**src/hdl/pmd_pkg.sv**
```systemverilog
// panel monitor display: shared constants, enums and register map
// assumes a 20 MHz system clock and an AHB-Lite register bus with 32-bit data
package pmd_pkg;
    localparam int unsigned CLK_HZ = 20000000;
    localparam int unsigned HOLD_TIME_MS = 1000;
    localparam int unsigned HOLD_CYCLES = HOLD_TIME_MS * (CLK_HZ / 1000);
    localparam int unsigned VALUE_W = 32;
    localparam int unsigned BCD_DIGITS = 10;
    localparam int unsigned BCD_W = 4 * BCD_DIGITS;
    localparam int unsigned SIG_N = 8;
    localparam int unsigned OUT_SIG_N = 4;
    localparam int unsigned KEY_N = 4;
    // key bit positions
    localparam int unsigned KEY_MENU = 0;
    localparam int unsigned KEY_UP = 1;
    localparam int unsigned KEY_DOWN = 2;
    localparam int unsigned KEY_SHIFT = 3;
    // register byte offsets
    localparam logic [7:0] REG_SPEED_VALUE = 8'h00;
    localparam logic [7:0] REG_FEEDBACK_VALUE = 8'h04;
    localparam logic [7:0] REG_PANEL_STATUS = 8'h08;
    localparam logic [7:0] REG_SIGNAL_STATE = 8'h0c;
    localparam logic [1:0] HTRANS_NONSEQ = 2'h2;
    // monitor items
    typedef enum logic [1:0] {
        MOTOR_SPEED_ITEM,
        FEEDBACK_COUNT_ITEM,
        INPUT_STATE_ITEM,
        OUTPUT_STATE_ITEM
    } pmd_item_e;
    typedef enum logic [1:0] {PANEL_OFF, PANEL_ITEM, PANEL_VALUE} pmd_mode_e;
    typedef enum logic [1:0] {PAGE_LOW, PAGE_MID, PAGE_TOP} pmd_page_e;
endpackage
```
**src/hdl/pmd_bcd_if.sv**
```systemverilog
// panel monitor display: link between the panel and its decimal converter
// assumes both ends share one clock
`timescale 1ns/100ps
interface pmd_bcd_if;
    import pmd_pkg::*;
    logic start;
    logic [VALUE_W-1:0] bin;
    logic busy;
    logic done;
    logic [BCD_W-1:0] bcd;
    modport panel (output start, output bin, input busy, input done, input bcd);
    modport conv (input start, input bin, output busy, output done, output bcd);
endinterface

```
**src/hdl/pmd_bcd_conv.sv**
```systemverilog
// panel monitor display: serial binary to decimal converter, one bit per clock
// assumes start is only raised while busy is low
`timescale 1ns/100ps
module pmd_bcd_conv
    import pmd_pkg::*;
(
    input wire logic clk,
    input wire logic sys_rst,
    pmd_bcd_if.conv cv
);
    typedef struct packed {
        logic busy;
        logic done;
        logic [5:0] count;
        logic [VALUE_W-1:0] bin;
        logic [BCD_W-1:0] work;
        logic [BCD_W-1:0] bcd;
    } pmd_conv_s;

    localparam logic [5:0] LAST_BIT = 6'(VALUE_W - 1);
    localparam logic [3:0] DIGIT_FIX = 4'h5;
    localparam logic [3:0] DIGIT_ADD = 4'h3;

    pmd_conv_s st;
    pmd_conv_s next_st;
    logic [BCD_W-1:0] adj;

    // shift-and-add-3: 32 cycles trades speed for a tiny area
    always_comb begin
        next_st = st;
        next_st.done = 1'b0;
        adj = st.work;
        for (int d = 0; d < BCD_DIGITS; d++) begin
            if (st.work[4*d +: 4] >= DIGIT_FIX) begin
                adj[4*d +: 4] = st.work[4*d +: 4] + DIGIT_ADD;
            end
        end
        if (!st.busy) begin
            if (cv.start) begin
                next_st.busy = 1'b1;
                next_st.bin = cv.bin;
                next_st.work = '0;
                next_st.count = '0;
            end
        end else begin
            next_st.work = {adj[BCD_W-2:0], st.bin[VALUE_W-1]};
            next_st.bin = {st.bin[VALUE_W-2:0], 1'b0};
            next_st.count = st.count + 6'h01;
            if (st.count == LAST_BIT) begin
                next_st.busy = 1'b0;
                next_st.done = 1'b1;
                next_st.bcd = {adj[BCD_W-2:0], st.bin[VALUE_W-1]};
            end
        end
    end

    always_ff @(posedge clk) begin
        if (sys_rst) begin
            st <= '0;
        end else begin
            st <= next_st;
        end
    end

    assign cv.busy = st.busy;
    assign cv.done = st.done;
    assign cv.bcd = st.bcd;

    generate
        for (genvar g = 0; g < BCD_DIGITS; g++) begin : g_dig
            chk_digit_decimal: assert property (@(posedge clk) disable iff (sys_rst)
                st.done |-> st.bcd[4*g +: 4] <= 4'h9)
                else $error("converted digit is not decimal");
        end
    endgenerate
endmodule

```
**src/hdl/pmd_panel.sv**
```systemverilog
// panel monitor display: key handling, item selection, paged decimal values
// and signal-state segment halves, with an AHB-Lite register slave
// assumes active-high raw key and signal pins, asynchronous to clk
//
// Our own choices: the AHB-Lite slave port and the address map.
`timescale 1ns/100ps
module pmd_panel
    import pmd_pkg::*;
#(
    parameter int unsigned HOLD_LEN = HOLD_CYCLES
) (
    input wire logic clk,
    input wire logic sys_rst,
    input wire logic hsel,
    input wire logic [31:0] haddr,
    input wire logic [1:0] htrans,
    input wire logic hwrite,
    input wire logic [2:0] hsize,
    input wire logic hready,
    input wire logic [31:0] hwdata,
    output logic hreadyout,
    output logic [31:0] hrdata,
    output logic hresp,
    input wire logic menuSelectKey,
    input wire logic upKey,
    input wire logic downKey,
    input wire logic shiftKey,
    input wire logic servoOnInput,
    input wire logic proportionalCtrlInput,
    input wire logic forwardOvertravelInput,
    input wire logic reverseOvertravelInput,
    input wire logic alarmClearInput,
    input wire logic forwardTorqueLimitInput,
    input wire logic reverseTorqueLimitInput,
    input wire logic encoderSenseInput,
    input wire logic alarmOutput,
    input wire logic inPositionOutput,
    input wire logic rotationDetectOutput,
    input wire logic servoReadyOutput,
    output logic [1:0] panelMode,
    output logic [1:0] shownItem,
    output logic [15:0] segmentDigit,
    output logic [1:0] shownPage,
    output logic [7:0] upperHalf,
    output logic [7:0] lowerHalf
);
    localparam int unsigned HCW = $clog2(HOLD_LEN + 1);
    localparam logic [HCW-1:0] HOLD_LAST = HCW'(HOLD_LEN - 1);

    typedef struct packed {
        logic [KEY_N-1:0] keyMeta;
        logic [KEY_N-1:0] keySync;
        logic [KEY_N-1:0] keyLast;
        logic [SIG_N-1:0] inMeta;
        logic [SIG_N-1:0] inSync;
        logic [OUT_SIG_N-1:0] outMeta;
        logic [OUT_SIG_N-1:0] outSync;
        pmd_mode_e mode;
        pmd_page_e page;
        pmd_item_e item;
        logic [HCW-1:0] holdCnt;
        logic holdDone;
        logic [VALUE_W-1:0] speedValue;
        logic [VALUE_W-1:0] feedbackValue;
        logic [BCD_W-1:0] bcdValue;
        logic convStart;
        logic [VALUE_W-1:0] convBin;
        logic dValid;
        logic dWrite;
        logic [7:0] dAddr;
        logic [31:0] rdata;
        logic readyOut;
        logic [15:0] digits;
        logic [7:0] upper;
        logic [7:0] lower;
    } pmd_state_s;

    pmd_state_s st;
    pmd_state_s next_st;
    pmd_bcd_if bcdLink();

    logic menuPress;
    logic upPress;
    logic downPress;
    logic holdEv;
    logic shortEv;
    logic [SIG_N-1:0] inPins;
    logic [OUT_SIG_N-1:0] outPins;

    // register read view, used at the address phase
    function automatic logic [31:0] regRead(input logic [7:0] a, input pmd_state_s s);
        logic [31:0] r;
        r = '0;
        case (a)
            REG_SPEED_VALUE: r = s.speedValue;
            REG_FEEDBACK_VALUE: r = s.feedbackValue;
            REG_PANEL_STATUS: r = {24'h0, s.holdDone, 1'b0, s.page, s.item, s.mode};
            REG_SIGNAL_STATE: r = {20'h0, s.outSync, s.inSync};
            default: r = '0;
        endcase
        return r;
    endfunction

    // position 1 is bit 0
    assign inPins = {encoderSenseInput, reverseTorqueLimitInput, forwardTorqueLimitInput,
        alarmClearInput, reverseOvertravelInput, forwardOvertravelInput, proportionalCtrlInput, servoOnInput};
    assign outPins = {servoReadyOutput, rotationDetectOutput, inPositionOutput, alarmOutput};

    // edges read only the second sync stage and its delayed copy
    assign menuPress = st.keySync[KEY_MENU] & ~st.keyLast[KEY_MENU];
    assign upPress = st.keySync[KEY_UP] & ~st.keyLast[KEY_UP];
    assign downPress = st.keySync[KEY_DOWN] & ~st.keyLast[KEY_DOWN];
    assign holdEv = st.keySync[KEY_SHIFT] & ~st.holdDone & (st.holdCnt == HOLD_LAST);
    assign shortEv = ~st.keySync[KEY_SHIFT] & st.keyLast[KEY_SHIFT] & ~st.holdDone;

    always_comb begin
        next_st = st;
        next_st.keyMeta = {shiftKey, downKey, upKey, menuSelectKey};
        next_st.keySync = st.keyMeta;
        next_st.keyLast = st.keySync;
        next_st.inMeta = inPins;
        next_st.inSync = st.inMeta;
        next_st.outMeta = outPins;
        next_st.outSync = st.outMeta;
        next_st.readyOut = 1'b1;
        next_st.convStart = 1'b0;

        // hold timer fires once per press; release clears it
        if (!st.keySync[KEY_SHIFT]) begin
            next_st.holdCnt = '0;
            next_st.holdDone = 1'b0;
        end else if (!st.holdDone) begin
            if (holdEv) begin
                next_st.holdDone = 1'b1;
            end else begin
                next_st.holdCnt = st.holdCnt + HCW'(1);
            end
        end

        // panel sequence; in value mode menu wins over the shift key in the same cycle; item selection ignores menu
        case (st.mode)
            PANEL_OFF: begin
                if (menuPress) begin
                    next_st.mode = PANEL_ITEM;
                end
            end
            PANEL_ITEM: begin
                if (holdEv) begin
                    next_st.mode = PANEL_VALUE;
                    next_st.page = PAGE_LOW;
                end else if (upPress && !downPress) begin
                    next_st.item = pmd_item_e'(st.item + 2'h1);
                end else if (downPress && !upPress) begin
                    next_st.item = pmd_item_e'(st.item - 2'h1);
                end
            end
            PANEL_VALUE: begin
                if (menuPress) begin
                    next_st.mode = PANEL_ITEM;
                end else if (holdEv) begin
                    next_st.mode = PANEL_ITEM;
                end else if (shortEv && st.item < INPUT_STATE_ITEM) begin
                    case (st.page)
                        PAGE_LOW: next_st.page = PAGE_MID;
                        PAGE_MID: next_st.page = PAGE_TOP;
                        default: next_st.page = PAGE_LOW;
                    endcase
                end
            end
            default: next_st.mode = PANEL_OFF;
        endcase

        // keep the decimal copy fresh; a stale value lasts at most two conversions
        if (!bcdLink.busy && !st.convStart) begin
            next_st.convStart = 1'b1;
            next_st.convBin = (st.item == FEEDBACK_COUNT_ITEM) ? st.feedbackValue : st.speedValue;
        end
        if (bcdLink.done) begin
            next_st.bcdValue = bcdLink.bcd;
        end

        // display drive
        next_st.digits = '0;
        next_st.upper = '0;
        next_st.lower = '0;
        if (st.mode == PANEL_VALUE) begin
            case (st.item)
                INPUT_STATE_ITEM: begin
                    next_st.upper = ~st.inSync;
                    next_st.lower = st.inSync;
                end
                OUTPUT_STATE_ITEM: begin
                    next_st.upper = {4'h0, ~st.outSync};
                    next_st.lower = {4'h0, st.outSync};
                end
                default: begin
                    case (st.page)
                        PAGE_LOW: next_st.digits = st.bcdValue[15:0];
                        PAGE_MID: next_st.digits = st.bcdValue[31:16];
                        default: next_st.digits = {8'h0, st.bcdValue[39:32]};
                    endcase
                end
            endcase
        end

        // ahb-lite slave, zero wait states, always OKAY
        if (st.dValid && st.dWrite) begin
            case (st.dAddr)
                REG_SPEED_VALUE: next_st.speedValue = hwdata;
                REG_FEEDBACK_VALUE: next_st.feedbackValue = hwdata;
                default: next_st.speedValue = st.speedValue;
            endcase
        end
        next_st.dValid = 1'b0;
        next_st.dWrite = 1'b0;
        if (hsel && hready && htrans == HTRANS_NONSEQ) begin
            next_st.dValid = 1'b1;
            next_st.dWrite = hwrite;
            next_st.dAddr = haddr[7:0];
            next_st.rdata = hwrite ? 32'h0 : regRead(haddr[7:0], st);
        end
    end

    always_ff @(posedge clk) begin
        if (sys_rst) begin
            st <= '0;
        end else begin
            st <= next_st;
        end
    end

    assign bcdLink.start = st.convStart;
    assign bcdLink.bin = st.convBin;

    pmd_bcd_conv u_conv (
        .clk(clk),
        .sys_rst(sys_rst),
        .cv(bcdLink.conv)
    );

    assign hreadyout = st.readyOut;
    assign hrdata = st.rdata;
    assign hresp = 1'b0;
    assign panelMode = st.mode;
    assign shownItem = st.item;
    assign shownPage = st.page;
    assign segmentDigit = st.digits;
    assign upperHalf = st.upper;
    assign lowerHalf = st.lower;

    chk_menu_enters_item: assert property (@(posedge clk) disable iff (sys_rst)
        (menuPress && st.mode != PANEL_ITEM) |=> st.mode == PANEL_ITEM)
        else $error("menu press did not enter item selection");
    chk_item_steps_up: assert property (@(posedge clk) disable iff (sys_rst)
        (st.mode == PANEL_ITEM && !holdEv && upPress && !downPress) |=> st.item == 2'($past(st.item) + 2'h1))
        else $error("up key did not step item");
    chk_item_steps_down: assert property (@(posedge clk) disable iff (sys_rst)
        (st.mode == PANEL_ITEM && !holdEv && downPress && !upPress) |=> st.item == 2'($past(st.item) - 2'h1))
        else $error("down key did not step item");
    chk_hold_enters_value: assert property (@(posedge clk) disable iff (sys_rst)
        (st.mode == PANEL_ITEM && holdEv) |=> (st.mode == PANEL_VALUE && st.page == PAGE_LOW))
        else $error("hold did not open value on lowest page");
    chk_hold_leaves_value: assert property (@(posedge clk) disable iff (sys_rst)
        (st.mode == PANEL_VALUE && holdEv) |=> (st.mode == PANEL_ITEM && $stable(st.item)))
        else $error("hold did not return to item number");
    chk_page_cycle: assert property (@(posedge clk) disable iff (sys_rst)
        (st.mode == PANEL_VALUE && !menuPress && st.item < INPUT_STATE_ITEM && shortEv && st.page == PAGE_TOP)
        |=> st.page == PAGE_LOW ##1 st.page == PAGE_LOW)
        else $error("top page did not wrap to lowest");
    chk_page_advance: assert property (@(posedge clk) disable iff (sys_rst)
        (st.mode == PANEL_VALUE && !menuPress && st.item < INPUT_STATE_ITEM && shortEv && st.page == PAGE_LOW)
        |=> st.page == PAGE_MID)
        else $error("short press did not reach middle page");
    chk_input_halves: assert property (@(posedge clk) disable iff (sys_rst)
        (st.mode == PANEL_VALUE && st.item == INPUT_STATE_ITEM) |=> (lowerHalf == $past(st.inSync)
        && upperHalf == ~lowerHalf))
        else $error("input halves wrong");
    chk_output_reserved: assert property (@(posedge clk) disable iff (sys_rst)
        (st.mode == PANEL_VALUE && st.item == OUTPUT_STATE_ITEM) |=> (upperHalf[7:4] == 4'h0
        && lowerHalf[7:4] == 4'h0 && lowerHalf[3:0] == $past(st.outSync)
        && upperHalf[3:0] == ~lowerHalf[3:0]))
        else $error("output positions wrong");
    chk_press_once: assert property (@(posedge clk) disable iff (sys_rst)
        holdEv |=> (!holdEv && !shortEv) [*2])
        else $error("shift press acted twice");
endmodule

```
**config.mk**
```make
export PLATFORM = sky130hd
export DESIGN_NAME = pmd_panel
export DESIGN_NICKNAME = d
export VERILOG_FILES = /design/src/hdl/pmd_pkg.sv /design/src/hdl/pmd_bcd_if.sv /design/src/hdl/pmd_bcd_conv.sv /design/src/hdl/pmd_panel.sv
export SDC_FILE = /design/constraint.sdc
export NUM_CORES = 1
export LEC_CHECK = 0
export BUFFER_PORTS_ARGS = -buffer_cell sky130_fd_sc_hd__buf_2
export CORE_ASPECT_RATIO = 1.25
export CORE_MARGIN = 2
export CORE_UTILIZATION = 53
export DETAILED_ROUTE_END_ITERATION = 8
export HOLD_SLACK_MARGIN = 0.02
export PLACE_DENSITY = 0.83
export SLEW_MARGIN = 20
export SYNTH_ARGS = -nofsm -noshare
export SYNTH_HDL_FRONTEND = slang
export SYNTH_SLANG_ARGS = --single-unit
```
**constraint.sdc**
```tcl
create_clock -name clk -period 2.3 [get_ports clk]
set_input_delay 0.115 -clock clk [delete_from_list [all_inputs] [get_ports clk]]
set_output_delay 0.115 -clock clk [all_outputs]
set_load 0.05 [all_outputs]
```
Word level (Yosys, flattened, before mapping):

Cells that the tools add are included.

* input port bits: 90
* bits in registers: 400
* output and inout port bits: 72

* reductions and logical operators: 32
* mux-type cells: 40
* add/subtract/negate cells: 14
* equal/unequal tests: 19
* bitwise operators: 18
* order comparisons: 11

Operators with widths (number)
* $mux 78: 2
* $pmux 32 s4: 1
* $mux 32: 3
* $mux 33: 2
* $pmux 16 s2: 2
* $mux 42: 1
* $ge 4x3->1 const B: 10
* $mux 4: 10
* $add 4x2->4 const B: 9
* $mux 26: 1
* $add 25x1->25 const B: 1
* $eq 25x25->1 const B: 1
* $mux 25: 1
* $mux 2: 9
* $eq 8x3->1 const B: 2
* $eq 8x4->1 const B: 2
* $logic_not 8->1: 2
* $mux 16: 1
* $reduce_or 2->1: 6
* $ne 2x2->1 const B: 5
* $not 1->1: 9
* $eq 2x2->1 const B: 4
* $not 8->8: 1
* $pmux 2 s2: 2
* other kinds (21): 47

Logic depth before layout (Yosys ltp):

* depth after elaboration: 8
* depth in mapped cells: 8
* mapped depth without buffers: 7

Hierarchy:

A second synthesis with hierarchy kept.

* cell total of the unflattened synthesis: 1881
* area total of the unflattened synthesis: 16928.7 um^2

Modules (own cells, without submodules)
* pmd_panel: cells an instance 1227, instances 1, sequential area each 5605.4 um^2, area each 11125.7 um^2
* pmd_bcd_conv: cells an instance 654, instances 1, sequential area each 2402.3 um^2, area each 5803.1 um^2

Least setup slack after synthesis:

Ideal clock, no wire load.

* kind: reg-to-reg
* start point: reg st[213] in the netlist's numbering
* end point: reg st, in the netlist panelMode[0]
* path slack: 334 ps
* period minus slack after synthesis: 1966 ps
* library setup time: 70 ps
* cell stages (with the launch flop): 8
* data required time: 2230 ps
* data arrival time: 1895 ps
* cells stage by stage: dfxtp_1 > ha_1 > nand3_2 > or4_1 > buf_6 > nor2_2 > mux2_1 > a21oi_1

* longest elaborated chain between the ends: 4

Ends and longest elaborated chain
* start: declaration: line pmd_panel.sv:78 `pmd_state_s st;`
* start signal: assignment: line pmd_panel.sv:228 `st <= next_st;`
* $eq 25x25->1 *: line pmd_panel.sv:113 `assign holdEv = st.keySync[KEY_SHIFT] & ~st.holdDone & (st.holdCnt == HOLD_LAST);`
* $and 1x1->1 *: line pmd_panel.sv:113
* $ne 3x3->1 (no source line) or $ne 2x2->1 (tied branches)
* $reduce_and 3->1 (no source line) *

Mark *: on every way between the ends. The rest lies on a longest branch, timed or not.
A chain may end at the register's enable or synchronous reset.

Worst setup path after layout:

Same ends and word-level chain as after synthesis.

==> flow_summary.ini <==
[setup_path]
crit_fanout = 8
cp-end-kind = flop
arrival_ps = 2510
regToRegSetupSlack_ps = 260
timing.rr.start = st[213]$_SDFFE_PP0P_
critPathRequiredTime_ps = 2760
path_class = flop to flop
r2r-end = panelMode[0]$_SDFFE_PP0P_
crit_path_start_kind = flop
reg2regPathDepth = 6

[timing]
setup_viol = 0
fin_setup_tns_ps = 0
fin_crit_ps = 2040
post-route-period-util_pct = 88.8
slew_headroom_pct = 41.4
finalClockSkew_ps = 29.8
clock.fmax_mhz = 490
tightest_slew_ps = 877
finalHoldViolCount = 0
worst_slack_ps = 258
drv_slew = 0
rsz0062_at_grt = false

[floorplanning]
fp.dieW_um = 162
std_cell_rows = 72
initial_utilization_pct = 53.6
die-height_um = 201
core_um2 = 30800
pin_count = 162
die-area_um2 = 32600

[logic_synthesis]
ys_top_cells_by_area = dfxtp_1 48%, mux2i_1 9.9%, nor2_1 6.5%
netlist_top_cells_count = 400 x dfxtp_1, 287 x nor2_1, 164 x mux2i_1
yosysTopAreaCell = dfxtp_1
yosys.area_share.simple_pct = 17.0
synthCells = 1806
synth_cell_types = 54
synth-main-ff-cell = dfxtp_1
synth_fp_nets = 1922
async_flop_share_pct = 0
synth-xor-area-share_pct = 1.33
seq_area_frac_synth_pct = 48.5
synth.avg_cell_area_um2 = 9.14
synth_edf_count = 0
synth_compound_area_share_pct = 11.7
yosys_warnings = 0
post-synth-top-count-cell = dfxtp_1
synth.area.mux_share_pct = 12.7
netlist_area_um2 = 16500
yosys.area.top_type_share_pct = 48.5
ys_ff_latch = 400
synth_top_family_by_area = simple AND/OR/NAND/NOR gates
synth_fa_ha_area_share_pct = 1.97

[layout]
drive_above_1_share_pct = 15.4
layout.nets = 2013
multi_input_area_um2 = 7410
regArea_um2 = 8010
antennaDiodeCount = 0
syn_to_final_growth_pct = 15.6
fillCellCount = 2423

[power]
vdd_drop_max_mv = 0.741
p_leak_uw = 0.00738
power_density_nw_per_um2 = 756

[global_routing]
grt-ovfl-total = 0
grt_max_degree = 157
antenna_found_initial = 0
grt_util_all_layers_pct = 23.0
grt_pass1_vias = 13000
grt_pass1_wl_um = 62000

[clock_tree]
cts.sinks = 400
numCtsBuffers = 38
root_buffer = clkbuf_16
tritoncts = yes
clock_path_buffers = 3
clk_pin_slew_ps = 70
htree_levels = 2
clock_latency_ps = 550

[placed_design]
gp_congestion = 0.834
port_buffers = 133
post-place-ws_ps = 99.1
place_hpwl_um = 23400

[drt]
drt_iter0_drc = 717
via_per_inst = 5.56
drc_errors = 0
drtPass1Iterations = 5
postRouteAntennaNets = 0
wl_per_cell_um = 16.2
vias = 13000
routed_wl_um = 37900

[worst_hold_path]
hold_depth = 3
hold_end = st[68]$_SDFFE_PP0P_
min-delay-start = haddr[3]
holdCritPathClass = input port to flop

[run]
drv_cap = 0

[status]
outcome = completed
worst max-delay path, stage by stage, from the launching register on:
cell     delay (ps)
dfxtp_1         390
ha_1            220
nand3_2         120
or4_4           620
nor2_2          140
mux2_1          330
a21oi_1         140
cell families after synthesis:
kind of cell               count (synthesis)
adders and majority gates                 26
muxes                                    198
and+or+nand+nor                          624
buffers and inverters                    218
AOI/OAI and AO/OA                        314
other                                      1
DFF                                      400
xor gates and xnor gates                  25
sequential cells by signal (all words and copies together), names as in the netlist:
| signal | flops |
|---|---|
| shownItem | 2 |
| segmentDigit | 16 |
| panelMode | 2 |
| u_conv.cv.bcd | 40 |
| bcdLink.bin | 32 |
| u_conv.cv.busy | 1 |
| next_st | 20 |
| upperHalf | 8 |
| bcdLink.start | 1 |
| hreadyout | 1 |
| u_conv.st | 78 |
| hrdata | 32 |
| st | 156 |
| u_conv.cv.done | 1 |
| lowerHalf | 8 |
| shownPage | 2 |
stage by stage:
step / cell area [um2] / hold slack [ps] / util [%] / power [uW] / instances
5_1_grt: 19100 / 80.5 / 62.0 / 14900 / 2334
6_report: 19100 / 81.4 / 62.0 / 14400 / 2334
3_5_place_dp: 17000 / 328 / 55.3 / 7950 / 2193
4_1_cts: 19100 / 34.3 / 61.9 / 14500 / 2333
3_3_place_gp: 17000 / 326 / 55.3 / 7920 / 2193
2_1_floorplan: 16500 / 224 / - / 7720 / 1806
worst max-delay path by stage:
stage                               from                   endpoint  slack, ps
floorplan           st[213]$_SDFFE_PP0P_  panelMode[0]$_SDFFE_PP0P_        330
global placement    st[213]$_SDFFE_PP0P_       st[227]$_SDFFE_PP0P_        180
detailed placement  st[213]$_SDFFE_PP0P_       st[216]$_SDFFE_PP0P_        100
CTS                 st[213]$_SDFFE_PP0P_       st[216]$_SDFFE_PP0P_         70
global route        st[213]$_SDFFE_PP0P_  panelMode[0]$_SDFFE_PP0P_        150
finish              st[213]$_SDFFE_PP0P_  panelMode[0]$_SDFFE_PP0P_        260
placed cells by master (no fill, tap or decap), types with 9 or more instances in the layout:
cell,Yosys,routed
dfxtp_1,400,397
nor2_1,287,285
mux2i_1,164,164
nand2_1,161,161
a21oi_1,144,144
buf_2,11,132
dlygate4sd3_1,0,70
o21ai_0,43,43
a211oi_1,41,41
nor2b_1,40,40
clkbuf_16,0,39
inv_1,33,33
a22oi_1,33,33
nor3_1,30,29
mux2_2,26,26
buf_4,71,26
ha_1,26,25
a22o_1,21,21
nand2b_1,15,15
xnor2_1,15,15
nand3_1,14,14
clkinv_2,0,13
nor3b_1,11,11
xor2_1,10,10
or3b_2,10,10
a311oi_1,10,10
or3_1,9,9
per-layer routing:
metal	up-vias	share of wire (%)	global-route usage (%)	routed length [um]
met5	-	0	0	0
met4	0	3.2	9.73	1200
met3	89	4.8	3.38	1820
met2	395	53	42.6	19900
met1	6186	39	26.0	15000
li1	6300	-	-	-
layout make-up:
type / instances / area share (%)
tap: 407 / 2.67
multi-input combinational: 1188 / 38.8
clock inverter: 21 / 1.20
clock buffer: 49 / 5.73
sequential: 400 / 42.0
inverter: 33 / 0.649
timing repair buffer: 236 / 8.97
repair_timing:
item	CTS	global route
endpoints found under the setup margin	0	8
hold buffers	70	0
buffers inserted	0	1
hold endpoints to repair	107	0
resized for setup	0	1
report_power, final:
group | internal (uW) | total (uW) | switching, uW
combinational | 312 | 766 | 454
sequential | 7050 | 7130 | 79.6
clock | 3840 | 6540 | 2700
No activity file was read; power rests on OpenSTA's default activity.
